===== config.mk =====
export PLATFORM = sky130hd
export DESIGN_NAME = port_f_gpio
export DESIGN_NICKNAME = d
export VERILOG_FILES = /design/src/verilog/port_f_pkg.sv /design/src/verilog/port_f_pin_if.sv /design/src/verilog/port_f_pin_sync.sv /design/src/verilog/port_f_pin_drive.sv /design/src/verilog/port_f_gpio.sv
export SDC_FILE = /design/constraint.sdc
export NUM_CORES = 1
export LEC_CHECK = 0
export BUFFER_PORTS_ARGS = -buffer_cell sky130_fd_sc_hd__buf_2
export CAP_MARGIN = 20
export CORE_UTILIZATION = 47
export DETAILED_ROUTE_END_ITERATION = 10
export GPL_TIMING_DRIVEN = 0
export PLACE_DENSITY = 0.76
export SETUP_SLACK_MARGIN = 0.05
export SYNTH_ARGS = -nofsm -noshare
export SYNTH_HDL_FRONTEND = slang
export SYNTH_SLANG_ARGS = --single-unit

===== constraint.sdc =====
create_clock -name aclk -period 2.1 [get_ports aclk]
set_clock_uncertainty 0.1 [all_clocks]
set_input_delay 0 -clock aclk [delete_from_list [all_inputs] [get_ports aclk]]
set_output_delay 0 -clock aclk [all_outputs]
set_load 0.05 [all_outputs]

===== src/verilog/port_f_pkg.sv =====
// Constants shared by the port F pin logic
package port_f_pkg;
  // Widths
  localparam int          PORT_W         = 8;
  localparam int          AXI_ADDR_W     = 4;
  localparam int          AXI_DATA_W     = 32;
  // Register byte offsets
  localparam logic [3:0]  OUTPUT_DATA_OFF = 4'h0;
  localparam logic [3:0]  PIN_STATE_OFF   = 4'h4;
  localparam logic [3:0]  DIRECTION_OFF   = 4'h8;
  localparam logic [3:0]  TRIG_SELECT_OFF = 4'hC;
  // Reset values
  localparam logic [7:0]  OUTPUT_DATA_RST = 8'h00;
  localparam logic [7:0]  DIRECTION_RST   = 8'h00;
  localparam logic [1:0]  TRIG_SELECT_RST = 2'h0;
  // Field positions
  localparam int          CLOCK_PIN      = 7;
  localparam int          IRQ_TWO_PIN    = 0;
  localparam int          IRQ_THREE_PIN  = 3;
  localparam int          TRIG_PIN       = 3;
  localparam int          TRIG_LOW_BIT   = 0;
  localparam int          TRIG_HIGH_BIT  = 1;
  // Trigger select value that routes pin 3 to the converter
  localparam logic [1:0]  TRIG_FROM_PIN  = 2'h3;
  // Bus responses
  localparam logic [1:0]  RESP_OKAY      = 2'h0;
  localparam logic [1:0]  RESP_DECERR    = 2'h3;
  // Register selection
  typedef enum logic [2:0] {SEL_OUT, SEL_STATE, SEL_DIR, SEL_TRIG, SEL_NONE} reg_sel_t;
endpackage : port_f_pkg


===== src/verilog/port_f_pin_if.sv =====
// Pin-side signals between the port core, the synchroniser and the drivers
`timescale 1ns/1ps
interface port_f_pin_if;
  logic [7:0] level;
  logic [7:0] dir;
  logic [7:0] data;
  logic [7:0] out;
  logic [7:0] oe;
  modport sync_mp  (output level);
  modport drive_mp (input dir, input data, output out, output oe);
  modport core_mp  (input level, output dir, output data, input out, input oe);
endinterface : port_f_pin_if


===== src/verilog/port_f_pin_sync.sv =====
// Two-stage synchroniser for the port F pin levels
`timescale 1ns/1ps
module port_f_pin_sync (
  // Clock
  input  wire logic       aclk,
  // Raw pins
  input  wire logic [7:0] pin_in,
  // Synchronised levels
  port_f_pin_if.sync_mp   pins
);
  logic [7:0] meta_r;
  logic [7:0] level_r;

  genvar i;
  generate
    for (i = 0; i < port_f_pkg::PORT_W; i++) begin : g_sync
      always_ff @(posedge aclk) begin
        meta_r[i]  <= pin_in[i];
        level_r[i] <= meta_r[i];
      end
    end
  endgenerate

  assign pins.level = level_r;
endmodule : port_f_pin_sync


===== src/verilog/port_f_pin_drive.sv =====
// Registered output and enable drivers for the port F pins
`timescale 1ns/1ps
module port_f_pin_drive (
  // Clock and reset
  input  wire logic     aclk,
  input  wire logic     aresetn,
  // Pin controls
  port_f_pin_if.drive_mp pins
);
  logic [7:0] out_r;
  logic [7:0] oe_r;

  always_ff @(posedge aclk) begin
    if (!aresetn) begin
      oe_r <= port_f_pkg::DIRECTION_RST;
    end else begin
      oe_r <= pins.dir;
    end
  end

  // Pin 7 carries the clock, so its data bit is never driven
  always_ff @(posedge aclk) begin
    if (!aresetn) begin
      out_r <= port_f_pkg::OUTPUT_DATA_RST;
    end else begin
      out_r <= {1'b0, pins.data[6:0]};
    end
  end

  assign pins.out = out_r;
  assign pins.oe  = oe_r;
endmodule : port_f_pin_drive


===== src/verilog/port_f_gpio.sv =====
// Port F general-purpose pin logic with an AXI4-Lite register slave
`timescale 1ns/1ps
module port_f_gpio (
  // Clock and reset
  input  wire logic        aclk,
  input  wire logic        aresetn,
  // AXI4-Lite write address
  input  wire logic [3:0]  s_axi_awaddr,
  input  wire logic        s_axi_awvalid,
  output logic             s_axi_awready,
  // AXI4-Lite write data
  input  wire logic [31:0] s_axi_wdata,
  input  wire logic [3:0]  s_axi_wstrb,
  input  wire logic        s_axi_wvalid,
  output logic             s_axi_wready,
  // AXI4-Lite write response
  output logic [1:0]       s_axi_bresp,
  output logic             s_axi_bvalid,
  input  wire logic        s_axi_bready,
  // AXI4-Lite read address
  input  wire logic [3:0]  s_axi_araddr,
  input  wire logic        s_axi_arvalid,
  output logic             s_axi_arready,
  // AXI4-Lite read data
  output logic [31:0]      s_axi_rdata,
  output logic [1:0]       s_axi_rresp,
  output logic             s_axi_rvalid,
  input  wire logic        s_axi_rready,
  // Port pins
  input  wire logic [7:0]  pin_in,
  output logic [7:0]       pin_out,
  output logic [7:0]       pin_oe,
  // Interrupt and converter trigger levels
  output logic             external_interrupt_two_n,
  output logic             external_interrupt_three_n,
  output logic             converter_external_trigger_n
);
  port_f_pin_if pins ();

  logic [7:0]  port_f_output_data_r;
  logic [7:0]  port_f_direction_r;
  logic [1:0]  trig_select_r;
  logic        aw_got_r;
  logic        w_got_r;
  logic [3:0]  aw_addr_r;
  logic [7:0]  w_data_r;
  logic        w_lane_r;
  logic        awready_r;
  logic        wready_r;
  logic        bvalid_r;
  logic [1:0]  bresp_r;
  logic        arready_r;
  logic        rvalid_r;
  logic [1:0]  rresp_r;
  logic [31:0] rdata_r;
  logic        irq_two_r;
  logic        irq_three_r;
  logic        trig_r;
  logic        aw_take;
  logic        w_take;
  logic        ar_take;
  logic        do_write;
  logic        aw_got_nxt;
  logic        w_got_nxt;
  logic        bvalid_nxt;
  logic        rvalid_nxt;
  logic [7:0]  pin_state;
  port_f_pkg::reg_sel_t wr_sel;
  port_f_pkg::reg_sel_t rd_sel;

  // Register decode shared by reads and writes
  function automatic port_f_pkg::reg_sel_t decode(input logic [3:0] addr);
    case (addr)
      port_f_pkg::OUTPUT_DATA_OFF: decode = port_f_pkg::SEL_OUT;
      port_f_pkg::PIN_STATE_OFF:   decode = port_f_pkg::SEL_STATE;
      port_f_pkg::DIRECTION_OFF:   decode = port_f_pkg::SEL_DIR;
      port_f_pkg::TRIG_SELECT_OFF: decode = port_f_pkg::SEL_TRIG;
      default:                     decode = port_f_pkg::SEL_NONE;
    endcase
  endfunction : decode

  port_f_pin_sync u_sync (
    .aclk   (aclk),
    .pin_in (pin_in),
    .pins   (pins.sync_mp)
  );

  port_f_pin_drive u_drive (
    .aclk    (aclk),
    .aresetn (aresetn),
    .pins    (pins.drive_mp)
  );

  assign pins.dir  = port_f_direction_r;
  assign pins.data = port_f_output_data_r;

  // Write channel handshakes
  assign aw_take    = s_axi_awvalid & awready_r;
  assign w_take     = s_axi_wvalid & wready_r;
  assign do_write   = aw_got_r & w_got_r & ~bvalid_r;
  assign aw_got_nxt = aw_got_r ? ~do_write : aw_take;
  assign w_got_nxt  = w_got_r ? ~do_write : w_take;
  assign bvalid_nxt = do_write | (bvalid_r & ~s_axi_bready);
  assign wr_sel     = decode(aw_addr_r);

  always_ff @(posedge aclk) begin
    if (!aresetn) begin
      aw_got_r  <= 1'b0;
      w_got_r   <= 1'b0;
      awready_r <= 1'b0;
      wready_r  <= 1'b0;
      bvalid_r  <= 1'b0;
    end else begin
      aw_got_r  <= aw_got_nxt;
      w_got_r   <= w_got_nxt;
      awready_r <= ~aw_got_nxt & ~bvalid_nxt;
      wready_r  <= ~w_got_nxt & ~bvalid_nxt;
      bvalid_r  <= bvalid_nxt;
    end
  end

  always_ff @(posedge aclk) begin
    if (!aresetn) begin
      aw_addr_r <= 4'h0;
      w_data_r  <= 8'h00;
      w_lane_r  <= 1'b0;
    end else begin
      if (aw_take) begin
        aw_addr_r <= s_axi_awaddr;
      end
      if (w_take) begin
        w_data_r <= s_axi_wdata[7:0];
        w_lane_r <= s_axi_wstrb[0];
      end
    end
  end

  always_ff @(posedge aclk) begin
    if (!aresetn) begin
      bresp_r <= port_f_pkg::RESP_OKAY;
    end else if (do_write) begin
      bresp_r <= (wr_sel == port_f_pkg::SEL_NONE) ? port_f_pkg::RESP_DECERR : port_f_pkg::RESP_OKAY;
    end
  end

  // Output data keeps bit 7 exactly as written
  always_ff @(posedge aclk) begin
    if (!aresetn) begin
      port_f_output_data_r <= port_f_pkg::OUTPUT_DATA_RST;
    end else if (do_write && w_lane_r && wr_sel == port_f_pkg::SEL_OUT) begin
      port_f_output_data_r <= w_data_r;
    end
  end

  always_ff @(posedge aclk) begin
    if (!aresetn) begin
      port_f_direction_r <= port_f_pkg::DIRECTION_RST;
    end else if (do_write && w_lane_r && wr_sel == port_f_pkg::SEL_DIR) begin
      port_f_direction_r <= w_data_r;
    end
  end

  always_ff @(posedge aclk) begin
    if (!aresetn) begin
      trig_select_r <= port_f_pkg::TRIG_SELECT_RST;
    end else if (do_write && w_lane_r && wr_sel == port_f_pkg::SEL_TRIG) begin
      trig_select_r <= w_data_r[1:0];
    end
  end

  // Read channel
  assign ar_take    = s_axi_arvalid & arready_r;
  assign rvalid_nxt = ar_take | (rvalid_r & ~s_axi_rready);
  assign rd_sel     = decode(s_axi_araddr);
  assign pin_state  = (port_f_direction_r & port_f_output_data_r) |
                      (~port_f_direction_r & pins.level);

  always_ff @(posedge aclk) begin
    if (!aresetn) begin
      arready_r <= 1'b0;
      rvalid_r  <= 1'b0;
    end else begin
      arready_r <= ~rvalid_nxt;
      rvalid_r  <= rvalid_nxt;
    end
  end

  // Direction is write-only and reads as zero
  always_ff @(posedge aclk) begin
    if (!aresetn) begin
      rdata_r <= 32'h0000_0000;
      rresp_r <= port_f_pkg::RESP_OKAY;
    end else if (ar_take) begin
      rresp_r <= port_f_pkg::RESP_OKAY;
      case (rd_sel)
        port_f_pkg::SEL_OUT:   rdata_r <= {24'h00_0000, port_f_output_data_r};
        port_f_pkg::SEL_STATE: rdata_r <= {24'h00_0000, pin_state};
        port_f_pkg::SEL_TRIG:  rdata_r <= {30'h0000_0000, trig_select_r};
        port_f_pkg::SEL_DIR:   rdata_r <= 32'h0000_0000;
        default: begin
          rdata_r <= 32'h0000_0000;
          rresp_r <= port_f_pkg::RESP_DECERR;
        end
      endcase
    end
  end

  // Interrupt levels taken from synchronised pins; trigger from pin 3 only while TRIG_FROM_PIN is selected, else held high
  always_ff @(posedge aclk) begin
    irq_two_r   <= pins.level[port_f_pkg::IRQ_TWO_PIN];
    irq_three_r <= pins.level[port_f_pkg::IRQ_THREE_PIN];
  end

  always_ff @(posedge aclk) begin
    if (!aresetn) begin
      trig_r <= 1'b1;
    end else if (trig_select_r == port_f_pkg::TRIG_FROM_PIN) begin
      trig_r <= pins.level[port_f_pkg::TRIG_PIN];
    end else begin
      trig_r <= 1'b1;
    end
  end

  assign s_axi_awready = awready_r;
  assign s_axi_wready  = wready_r;
  assign s_axi_bvalid  = bvalid_r;
  assign s_axi_bresp   = bresp_r;
  assign s_axi_arready = arready_r;
  assign s_axi_rvalid  = rvalid_r;
  assign s_axi_rresp   = rresp_r;
  assign s_axi_rdata   = rdata_r;
  assign pin_oe        = pins.oe;
  // Pin 7 forwards the system clock while enabled
  assign pin_out       = {pins.oe[port_f_pkg::CLOCK_PIN] & aclk, pins.out[6:0]};
  assign external_interrupt_two_n     = irq_two_r;
  assign external_interrupt_three_n   = irq_three_r;
  assign converter_external_trigger_n = trig_r;
endmodule : port_f_gpio


### Word level (Yosys, flattened, before mapping)

Index checks and enable logic that the tools add are counted.
Widths: inputs -> output; s select.

* flip-flop bits (word level): 108
* latch bits: 0
* bits in writable memories: 0
* memory bits (read-only): 0
* output and inout bits: 60
* logic and storage cells: 91
* memories: 0

* add/subtract/negate cells: 0
* multipliers: 0
* divide/modulo/power cells: 0
* order comparisons: 0
* eq/ne operators: 13
* shift-type cells: 0
* muxes and demuxes: 7
* bitwise operators: 24
* reductions and logical operators: 10

Operator list (count)
* $pmux 3 s4: 2
* $pmux 8 s3: 1
* $and 8x8->8: 2
* $eq 4x4->1 const B: 4
* $eq 3x2->1 const B: 4
* $and 1x1->1: 10
* $eq 4x3->1 const B: 2
* $logic_not 4->1: 2
* $not 1->1: 8
* $not 8->8: 1
* $or 8x8->8: 1
* $logic_not 3->1: 2
* $logic_and 1x1->1: 4
* $mux 2: 2
* $reduce_or 4->1: 1
* $eq 3x1->1 const B: 1
* $eq 3x3->1 const B: 1
* $eq 2x2->1 const B: 1
* $mux 1: 2
* $or 1x1->1: 2
* $reduce_and 2->1: 1

### Longest topological paths before layout

Gate-level depths: netlist (run 1).

* depth after elaboration: 6
* gate-level depth with buffers: 5
* gate-level depth less buffers: 4

### Modules after synthesis

Synthesis (run 1) repeated with hierarchy kept, for this count alone.

* cell total of the unflattened synthesis: 296
* area, all modules: 3034.2 um^2

Modules (own cells, without submodules)
* port_f_gpio: times used 1, cells an instance 247, area each 2283.4 um^2
* port_f_pin_drive: times used 1, cells an instance 33, area each 430.4 um^2
* port_f_pin_sync: times used 1, cells an instance 16, area each 320.3 um^2

==> qor.yml, run 1 <==
global_routing:
  grtUsageTotal_pct: 21.7
  busiest_layer: "met2"
  gr-total-overflow: 0
  grt_pass1_vias: 2260
  grt_first_pass_wirelength_um: 10300
  use_met2_pct: 35.3
  grt_start_max_net_pins: 15
  antenna_found_initial: 0
  grt_use_met1_pct: 25.4
  grt.met3_usage_pct: 5.62
floorplanning:
  die_x_um: 81.1
  pin_count: 119
  die_h_um: 81.1
  dieArea_sq_um: 6580
  coreArea_sq_um: 5990
  initial_core_util_pct: 49.1
  num_rows: 28
pwr:
  p_leak_nw: 1.96
  ir_worst_vdd_mv: 0.401
  power_density_nw_per_um2: 793
  finalPower_w: 0.00326
clock_network:
  clkTransAtPathRegs_ps: 80
  cts_tree: "yes"
  cts_setup_buffers: 0
  clk-insertion-delay-late_ps: 450
run_status:
  outcome: "finished, final reports clean"
timing:
  rsz0062_at_grt: "no"
  hold_viol: 0
  setup_viol: 0
  fmaxAchievable_mhz: 515
  period_share_pct: 92.5
  fin_crit_ps: 1940
  timing.slew.headroom_pct: 62.2
  setup_tns_ps: 0
  hold_slack_ps: 27.0
  tightest_slew_ps: 568
  drv_slew: 0
logic_synthesis:
  synth_common_cells: "dfxtp_1, nand2_1, buf_4"
  synth-seq-cells: 82
  ys_types: 31
  synth_most_common_cell: "dfxtp_1"
  netlist_instances: 293
  synth_top_area_cell: "dfxtp_1"
  synth_edf_count: 0
  yosysWarnings: 0
  ys_async_sr_fraction_pct: 0
  synth_top_area_share_pct: 55.8
  avgSynthCellArea_sq_um: 10.0
  netlist_top_cells_area: "dfxtp_1, buf_4, mux2i_1"
  ys_seq_area_share_pct: 55.8
  syn_area_sq_um: 2940
  ys_dominant_reg_cell: "dfxtp_1"
worst_setup_path:
  criticalPathCategory: "flop to flop"
  startpoint: "s_axi_awready$_SDFF_PN0_"
  slowest_stage: "dlygate4sd3_1"
  max_stage_delay_ps: 580
  start_kind: "flop"
  crit_fanout: 7
  crit_top_cell: "dlygate4sd3_1"
  crit_chain: "nand3_1, dlygate4sd3_1, a21boi_0, dlygate4sd3_1"
  end_kind: "flop"
  cp.arrival_ps: 2240
  crit_required_ps: 2390
  r2r-start: "s_axi_awready$_SDFF_PN0_"
layout:
  diodes: 0
  fin_area_sq_um: 4110
  layout.area.seq_sq_um: 1640
  drive_gt1_share_pct: 27.5
  fillers: 450
  syn2layout_area_growth_pct: 39.8
  multi_input_area_sq_um: 1100
  nets: 497
job:
  maxCapViolCount: 0
placed_design:
  hpwl_um: 4170
  gp_congestion: 0.769
  placed_area_sq_um: 3450
  numPortBuffers: 65
route:
  postRouteWirelength_um: 6540
  drc: 0
  num_vias: 2421
  avgRoutedWirePerCell_um: 12.6
  vias_per_cell: 4.67
  drt_first_pass_iters: 4
  ant_nets: 0
  drt-initial-drc-count: 125
worst_hold_path:
  hp-class: "input pin to flop"
  hp-start: "s_axi_wvalid"
==> where the power goes <==
part           internal (W)  switching, W
clock network      0.000667      0.000578
logic              0.000152      0.000236
registers           0.00160     0.0000282
total               0.00242      0.000842
==> cells in the final DEF, fill, tap and decap left out, drive strengths merged, types with 18 or more instances in the layout <==
cell type / netlist / layout
mux2i: 18 / 18
dlygate4sd3: 0 / 43
nand2: 41 / 41
dfxtp: 82 / 82
conb: 1 / 24
clkbuf: 8 / 20
buf: 30 / 95
nor2b: 18 / 18
==> registers in the layout, summed over array words and instances (netlist names), 2 cells and up <==
register           cells
pins.data              8
pins.dir               8
s_axi_rdata            8
u_drive.pins.oe        8
u_sync.meta_r          8
u_sync.pins.level      8
w_data_r               8
u_drive.pins.out       7
aw_addr_r              4
trig_select_r          2
==> cell families after synthesis <==
family | count (synthesis) | synth area share, %
AO/OA/AOI/OAI | 36 | 8.00
buffers and inverters | 46 | 9.57
flip-flops | 82 | 55.8
multiplexers | 18 | 6.13
other | 1 | 0.128
AND/OR/NAND/NOR | 110 | 20.3
==> path summary, 6_finish.rpt <==
check        slack [ps]  depth (start not counted)                            to
max                 160                          4     aw_addr_r[1]$_SDFFE_PN0P_
min                  30                          4         w_lane_r$_SDFFE_PN0P_
max reg2reg         160                          4     aw_addr_r[1]$_SDFFE_PN0P_
min reg2reg         230                          0  u_sync.pins.level[3]$_DFF_P_
==> what timing repair did <==
action                                  in CTS  in global routing
endpoints found under the setup margin       0                  5
hold buffers                                43                  1
endpoints found under the hold margin       45                  2
resized for setup                            0                  1
==> final cells by class <==
cell class                      count  share of cell area [%]
Tap cell                           75                    2.28
Multi-Input combinational cell    188                    26.8
Timing Repair Buffer              107                    18.3
Clock buffer                       13                    4.14
Sequential cell                    82                    40.0
Buffer                             38                    6.12
Inverter                            8                   0.730
Clock inverter                      7                    1.67
==> routing by layer <==
layer / share of wire (%) / routed length, um
met3: 5.7 / 373
met1: 42 / 2770
met2: 50 / 3240
met5: 0 / 0
met4: 2.4 / 156
==> stage by stage <==
step	std cells	util, %	worst slack [ps]
after CTS	518	68.6	99.5
after global placement	456	57.5	406
after floorplan	316	-	315
after global routing	518	68.6	78.4
final	518	68.6	158
after detailed placement	456	57.5	384
==> critical path, delay by kind of cell (launching register included) <==
family                 cells  cell delay, ps
DFF                        1             390
buffers and inverters      2            1140
AOI/OAI and AO/OA          1             180
and+or+nand+nor            1              90
Note: power is estimated with default switching activity, not from simulation.
==> run 2, diff against run 1 <==
--- a/config.mk
+++ b/config.mk
@@ -7,3 +7,3 @@
 export LEC_CHECK = 0
-export BUFFER_PORTS_ARGS = -buffer_cell sky130_fd_sc_hd__buf_2
+export BUFFER_PORTS_ARGS = -buffer_cell sky130_fd_sc_hd__buf_4
 export CAP_MARGIN = 20
==> constraint.sdc (replaced) <==
create_clock -name aclk -period 2.1 [get_ports aclk]
set_clock_uncertainty 0.1 [all_clocks]
set_input_delay 0.315 -clock aclk [delete_from_list [all_inputs] [get_ports aclk]]
set_output_delay 0.315 -clock aclk [all_outputs]
set_load 0.05 [all_outputs]
==> qor.yml, run 2 (synthesis results as in run 1) <==
timing:
  setup_viol: 0  # unchanged
  hold_viol: 0  # unchanged
  tightest_slew_ps: 582  # +14.1 ps
  timing.slew.headroom_pct: 61.2  # -0.94 points
  drv_slew: 0  # unchanged
  setup_tns_ps: 0  # unchanged
  rsz0062_at_grt: "no"
worst_setup_path:
  crit_chain: "clkbuf_8, clkbuf_8, and2_1, buf_4"
  end_kind: "output pin"
  crit_required_ps: 1680  # -710 ps
  cp.arrival_ps: 1590  # -650 ps
  max_stage_delay_ps: 180  # -400 ps
  crit_buf_inv: 3  # +1
  slowest_stage: "buf_4"
  cpLargestDelayFamily: "buffers and inverters"
  crit_fanout: 2  # -5
  criticalPathCategory: "clock port to output pin"
  crit_top_cell: "clkbuf_8"
  start_kind: "clock port"
floorplanning:
  dieArea_sq_um: 6580  # unchanged
  coreArea_sq_um: 5990  # unchanged
  pin_count: 119  # unchanged
  initial_core_util_pct: 49.1  # unchanged
  die_h_um: 81.1  # unchanged
  num_rows: 28  # unchanged
  die_x_um: 81.1  # unchanged
route:
  drc: 0  # unchanged
  drt_first_pass_iters: 4  # unchanged
  num_vias: 2228  # -8.0%
  postRouteWirelength_um: 6040  # -7.7%
  drt-initial-drc-count: 109  # -13%
  vias_per_cell: 4.62  # -1.1%
  avgRoutedWirePerCell_um: 12.5  # -0.78%
  ant_nets: 0  # unchanged
layout:
  fin_cells: 482  # -6.9%
  syn2layout_area_growth_pct: 33.8
  layout_commonest_cell: "buf_4"
  diodes: 0  # unchanged
  drive_gt1_share_pct: 29.2  # +1.7 points
  layout_common_cells: "buf_4, dfxtp_1, nand2_1, conb_1"
  nets: 462  # -7.0%
global_routing:
  antenna_found_initial: 0  # unchanged
  grtUsageTotal_pct: 20.2  # -1.5 points
  grt_first_pass_wirelength_um: 9540  # -7.4%
  gr-total-overflow: 0  # unchanged
  grt_start_max_net_pins: 13  # -2
  grt_pass1_vias: 2119  # -6.2%
pwr:
  power_density_nw_per_um2: 833  # +5.1%
  power.share.sequential_pct: 49.6  # -0.3 points
  power_switching_w: 0.000785  # -6.8%
  p_comb_share_pct: 11.0  # -0.9 points
  sw_frac_of_total_pct: 24.0  # -1.9 points
  internal-power_w: 0.00249  # +3.1%
  p_clk_share_pct: 39.4  # +1.2 points
  ir_worst_vdd_mv: 0.391  # -2.6%
  p_leak_nw: 1.84  # -6.3%
clock_network:
  clk-insertion-delay-late_ps: 450  # about the same
  cts_tree: "yes"
  clkTransAtPathRegs_ps: 80  # about the same
  cts_setup_buffers: 0  # unchanged
worst_hold_path:
  hp-class: "input pin to flop"
placed_design:
  numPortBuffers: 65  # unchanged
  dp_cells: 456  # unchanged
  hpwl_um: 4240  # +1.8%
  gp_congestion: 0.765  # -0.51%
run_status:
  outcome: "finished, final reports clean"
job:
  maxCapViolCount: 0  # unchanged
## run 2: changes by cell type in the layout (fill, tap and decap cells not counted), sizes merged
cell / previous run / this run
clkinv: 3 / 1
clkinvlp: 2 / 0
clkbuf: 20 / 24
dlygate4sd3: 43 / 8
inv: 9 / 8
## run 2: layer usage
layer / up-vias / wire length (um) / GRT usage, %
li1: 1133 / - / -
met1: 1010 / 2560 / 23.2
met2: 71 / 2970 / 33.3
met3: 14 / 367 / 6.18
met4: 0 / 143 / 11.1
met5: - / 0 / 0
## run 2: through the flow
step                      hold slack [ps]  setup slack (ps)  util [%]  cell area [sq um]  power, W
after floorplan                       210               315         -               3030   0.00191
after global placement                211               343      60.2               3610   0.00200
after detailed placement              214               343      60.2               3610   0.00201
after CTS                            18.3              84.3      65.7               3930   0.00329
after global routing                 10.6              82.5      65.7               3930   0.00340
final                                24.5              95.0      65.7               3930   0.00328
## run 2: power by group through the flow
| stage | Clock [W] | Sequential [W] | Combinational [W] |
|---|---|---|---|
| final | 0.00129 | 0.00162 | 0.000361 |
| after global routing | 0.00138 | 0.00163 | 0.000384 |
| after CTS | 0.00130 | 0.00163 | 0.000360 |
| after detailed placement | 0.000000278 | 0.00166 | 0.000347 |
| after global placement | 0.000000278 | 0.00166 | 0.000343 |
| after floorplan | 0.000000277 | 0.00169 | 0.000214 |
## run 2: area by class of cell
type                            instances  area (sq um)
Clock inverter                          2          35.0
Sequential cell                        82          1640
Timing Repair Buffer                   72           561
Buffer                                 38           251
Clock buffer                           17           218
Fill cell                             525          2060
Inverter                                8          30.0
Multi-Input combinational cell        188          1100
Tap cell                               75          93.8
## run 2: final timing paths
kind                                           startpoint                      endpoint  slack [ps]  cells after the start
worst max-delay path                                 aclk                    pin_out[7]         100                      4
worst min-delay path                       s_axi_wdata[6]      w_data_r[6]$_SDFFE_PN0P_          20                      3
worst max register to register  aw_addr_r[0]$_SDFFE_PN0P_     pins.data[7]$_SDFFE_PN0P_         380                      4
worst min register to register   u_sync.meta_r[1]$_DFF_P_  u_sync.pins.level[1]$_DFF_P_         230                      0
## run 2: what timing repair did
item / in CTS / in global routing
endpoints found under the setup margin: 0 / 0
resized for setup: 0 / 0
hold buffers: 8 / 0
hold endpoints to repair: 8 / 0
## run 2: tightest hold or removal path, delay by kind of cell
kind	cells	cell delay, ps
buffers and inverters	1	110
AOI/OAI and AO/OA	1	60
and+or+nand+nor	1	40
==> run 3, diff against run 2 <==
PLACE_DENSITY = not set   (was 0.76)
PLACE_DENSITY_LB_ADDON = 0.05   (was not set)
SETUP_SLACK_MARGIN = 0.3   (was 0.05)
==> qor.yml, run 3 (synthesis results as in run 1) <==
floorplanning:
  pin_count: 119  # unchanged
  dieArea_sq_um: 6580  # unchanged
  initial_core_util_pct: 49.1  # unchanged
  die_x_um: 81.1  # unchanged
  num_rows: 28  # unchanged
  die_h_um: 81.1  # unchanged
  coreArea_sq_um: 5990  # unchanged
layout:
  syn2layout_area_growth_pct: 34.6
  fillers: 510  # -2.9%
  nets: 462  # unchanged
  fin_area_sq_um: 3960  # +0.57%
  utilization_pct: 66.0  # +0.38 points
  drive_gt1_share_pct: 29.9  # +0.66 points
  layout_common_cells: "buf_4, dfxtp_1, nand2_1, conb_1"
  diodes: 0  # unchanged
  layout_commonest_cell: "buf_4"
route:
  drt_first_pass_iters: 4  # unchanged
  drc: 0  # unchanged
  drt-initial-drc-count: 50  # -54%
  postRouteWirelength_um: 6030  # -0.22%
  num_vias: 2200  # -1.3%
  avgRoutedWirePerCell_um: 12.5  # -0.42%
  vias_per_cell: 4.55  # -1.5%
  ant_nets: 0  # unchanged
global_routing:
  grt_pass1_vias: 2009  # -5.2%
  grtUsageTotal_pct: 20.4  # +0.25 points
  grt_start_max_net_pins: 14  # +1
  gr-total-overflow: 0  # unchanged
  antenna_found_initial: 0  # unchanged
  grt_first_pass_wirelength_um: 9470  # -0.72%
job:
  maxCapViolCount: 0  # unchanged
worst_setup_path:
  start_kind: "clock port"
  crit_required_ps: 1680  # about the same
  end_kind: "output pin"
  cp.arrival_ps: 1520  # -70 ps
  criticalPathCategory: "clock port to output pin"
  crit_fanout: 2  # unchanged
run_status:
  outcome: "finished, final reports clean"
timing:
  timing.slew.headroom_pct: 66.0  # +4.8 points
  tightest_slew_ps: 509  # -72.3 ps
  fin_ws_ps: 167  # +72.4 ps
  rsz0062_at_grt: "yes"
  setup_tns_ps: 0  # unchanged
  hold_viol: 0  # unchanged
  drv_slew: 0  # unchanged
  setup_viol: 0  # unchanged
placed_design:
  gp_congestion: 0.772  # +0.88%
  hpwl_um: 4190  # -1.3%
  placed_area_sq_um: 3610  # unchanged
  pre_cts_slack_ps: 343  # -0.0330 ps
  numPortBuffers: 65  # unchanged
clock_network:
  cts_tree: "yes"
  clkTransAtPathRegs_ps: 80  # about the same
  cts_setup_buffers: 0  # unchanged
  clk-insertion-delay-late_ps: 450  # about the same
pwr:
  p_leak_nw: 1.85  # +0.57%
  power_density_nw_per_um2: 843  # +1.2%
  ir_worst_vdd_mv: 0.513  # +31%
worst_hold_path:
  hp-class: "input pin to flop"
-- run 3: cell count changes in the layout (fill, tap and decap cells not counted) --
cell / change
and2_4: +1
clkbuf_8: -2
buf_4: -1
and2_1: -1
clkinv_2: +1
clkinv_4: +1
clkbuf_1: -1
buf_8: +3
-- run 3: final timing paths --
check                            start                      endpoint  slack (ps)  cells past startpoint
max                               aclk                    pin_out[7]         170                      4
min                     s_axi_wdata[6]      w_data_r[6]$_SDFFE_PN0P_          10                      3
max reg2reg  aw_addr_r[0]$_SDFFE_PN0P_     pins.data[7]$_SDFFE_PN0P_         370                      4
min reg2reg   u_sync.meta_r[6]$_DFF_P_  u_sync.pins.level[6]$_DFF_P_         230                      0
-- run 3: critical path: stages --
cell    delay [ps]
buf_8          100
buf_8          100
and2_4         130
buf_8          140
-- run 3: where the power goes --
part	switching [W]	internal [W]
clock	0.000568	0.000784
combinational	0.000225	0.000134
sequential	0.0000266	0.00160
total	0.000820	0.00252
-- run 3: metal layers --
| metal | vias up | wire length [um] | track usage (%) |
|---|---|---|---|
| met5 | - | 0 | 0 |
| li1 | 1136 | - | - |
| met1 | 978 | 2670 | 24.5 |
| met3 | 13 | 346 | 5.28 |
| met2 | 73 | 2890 | 33.2 |
| met4 | 0 | 121 | 11.4 |
-- run 3: cell type report --
class | instances | area, sq um | area share [%]
flip-flops and latches | 82 | 1640 | 41.5
multi-input cells | 188 | 1110 | 28.0
repair buffers | 72 | 561 | 14.2
plain buffers | 38 | 251 | 6.36
clock buffers | 16 | 224 | 5.66
well taps | 75 | 93.8 | 2.37
clock inverters | 4 | 48.8 | 1.23
inverters | 8 | 30.0 | 0.759
-- run 3: what timing repair did --
item	4_1_cts	5_1_grt
hold endpoints to repair	8	0
pin swaps	0	0
endpoints found under the setup margin	1	1
hold buffers	8	0
resized for setup	2	3
-- run 3: per-stage QoR --
stage	std cells	total power (W)	hold WS (ps)
4_1_cts	483	0.00334	7.61
2_1_floorplan	316	0.00191	210
3_5_place_dp	456	0.00201	212
6_report	483	0.00334	12.3
3_3_place_gp	456	0.00200	211
5_1_grt	483	0.00347	12.7
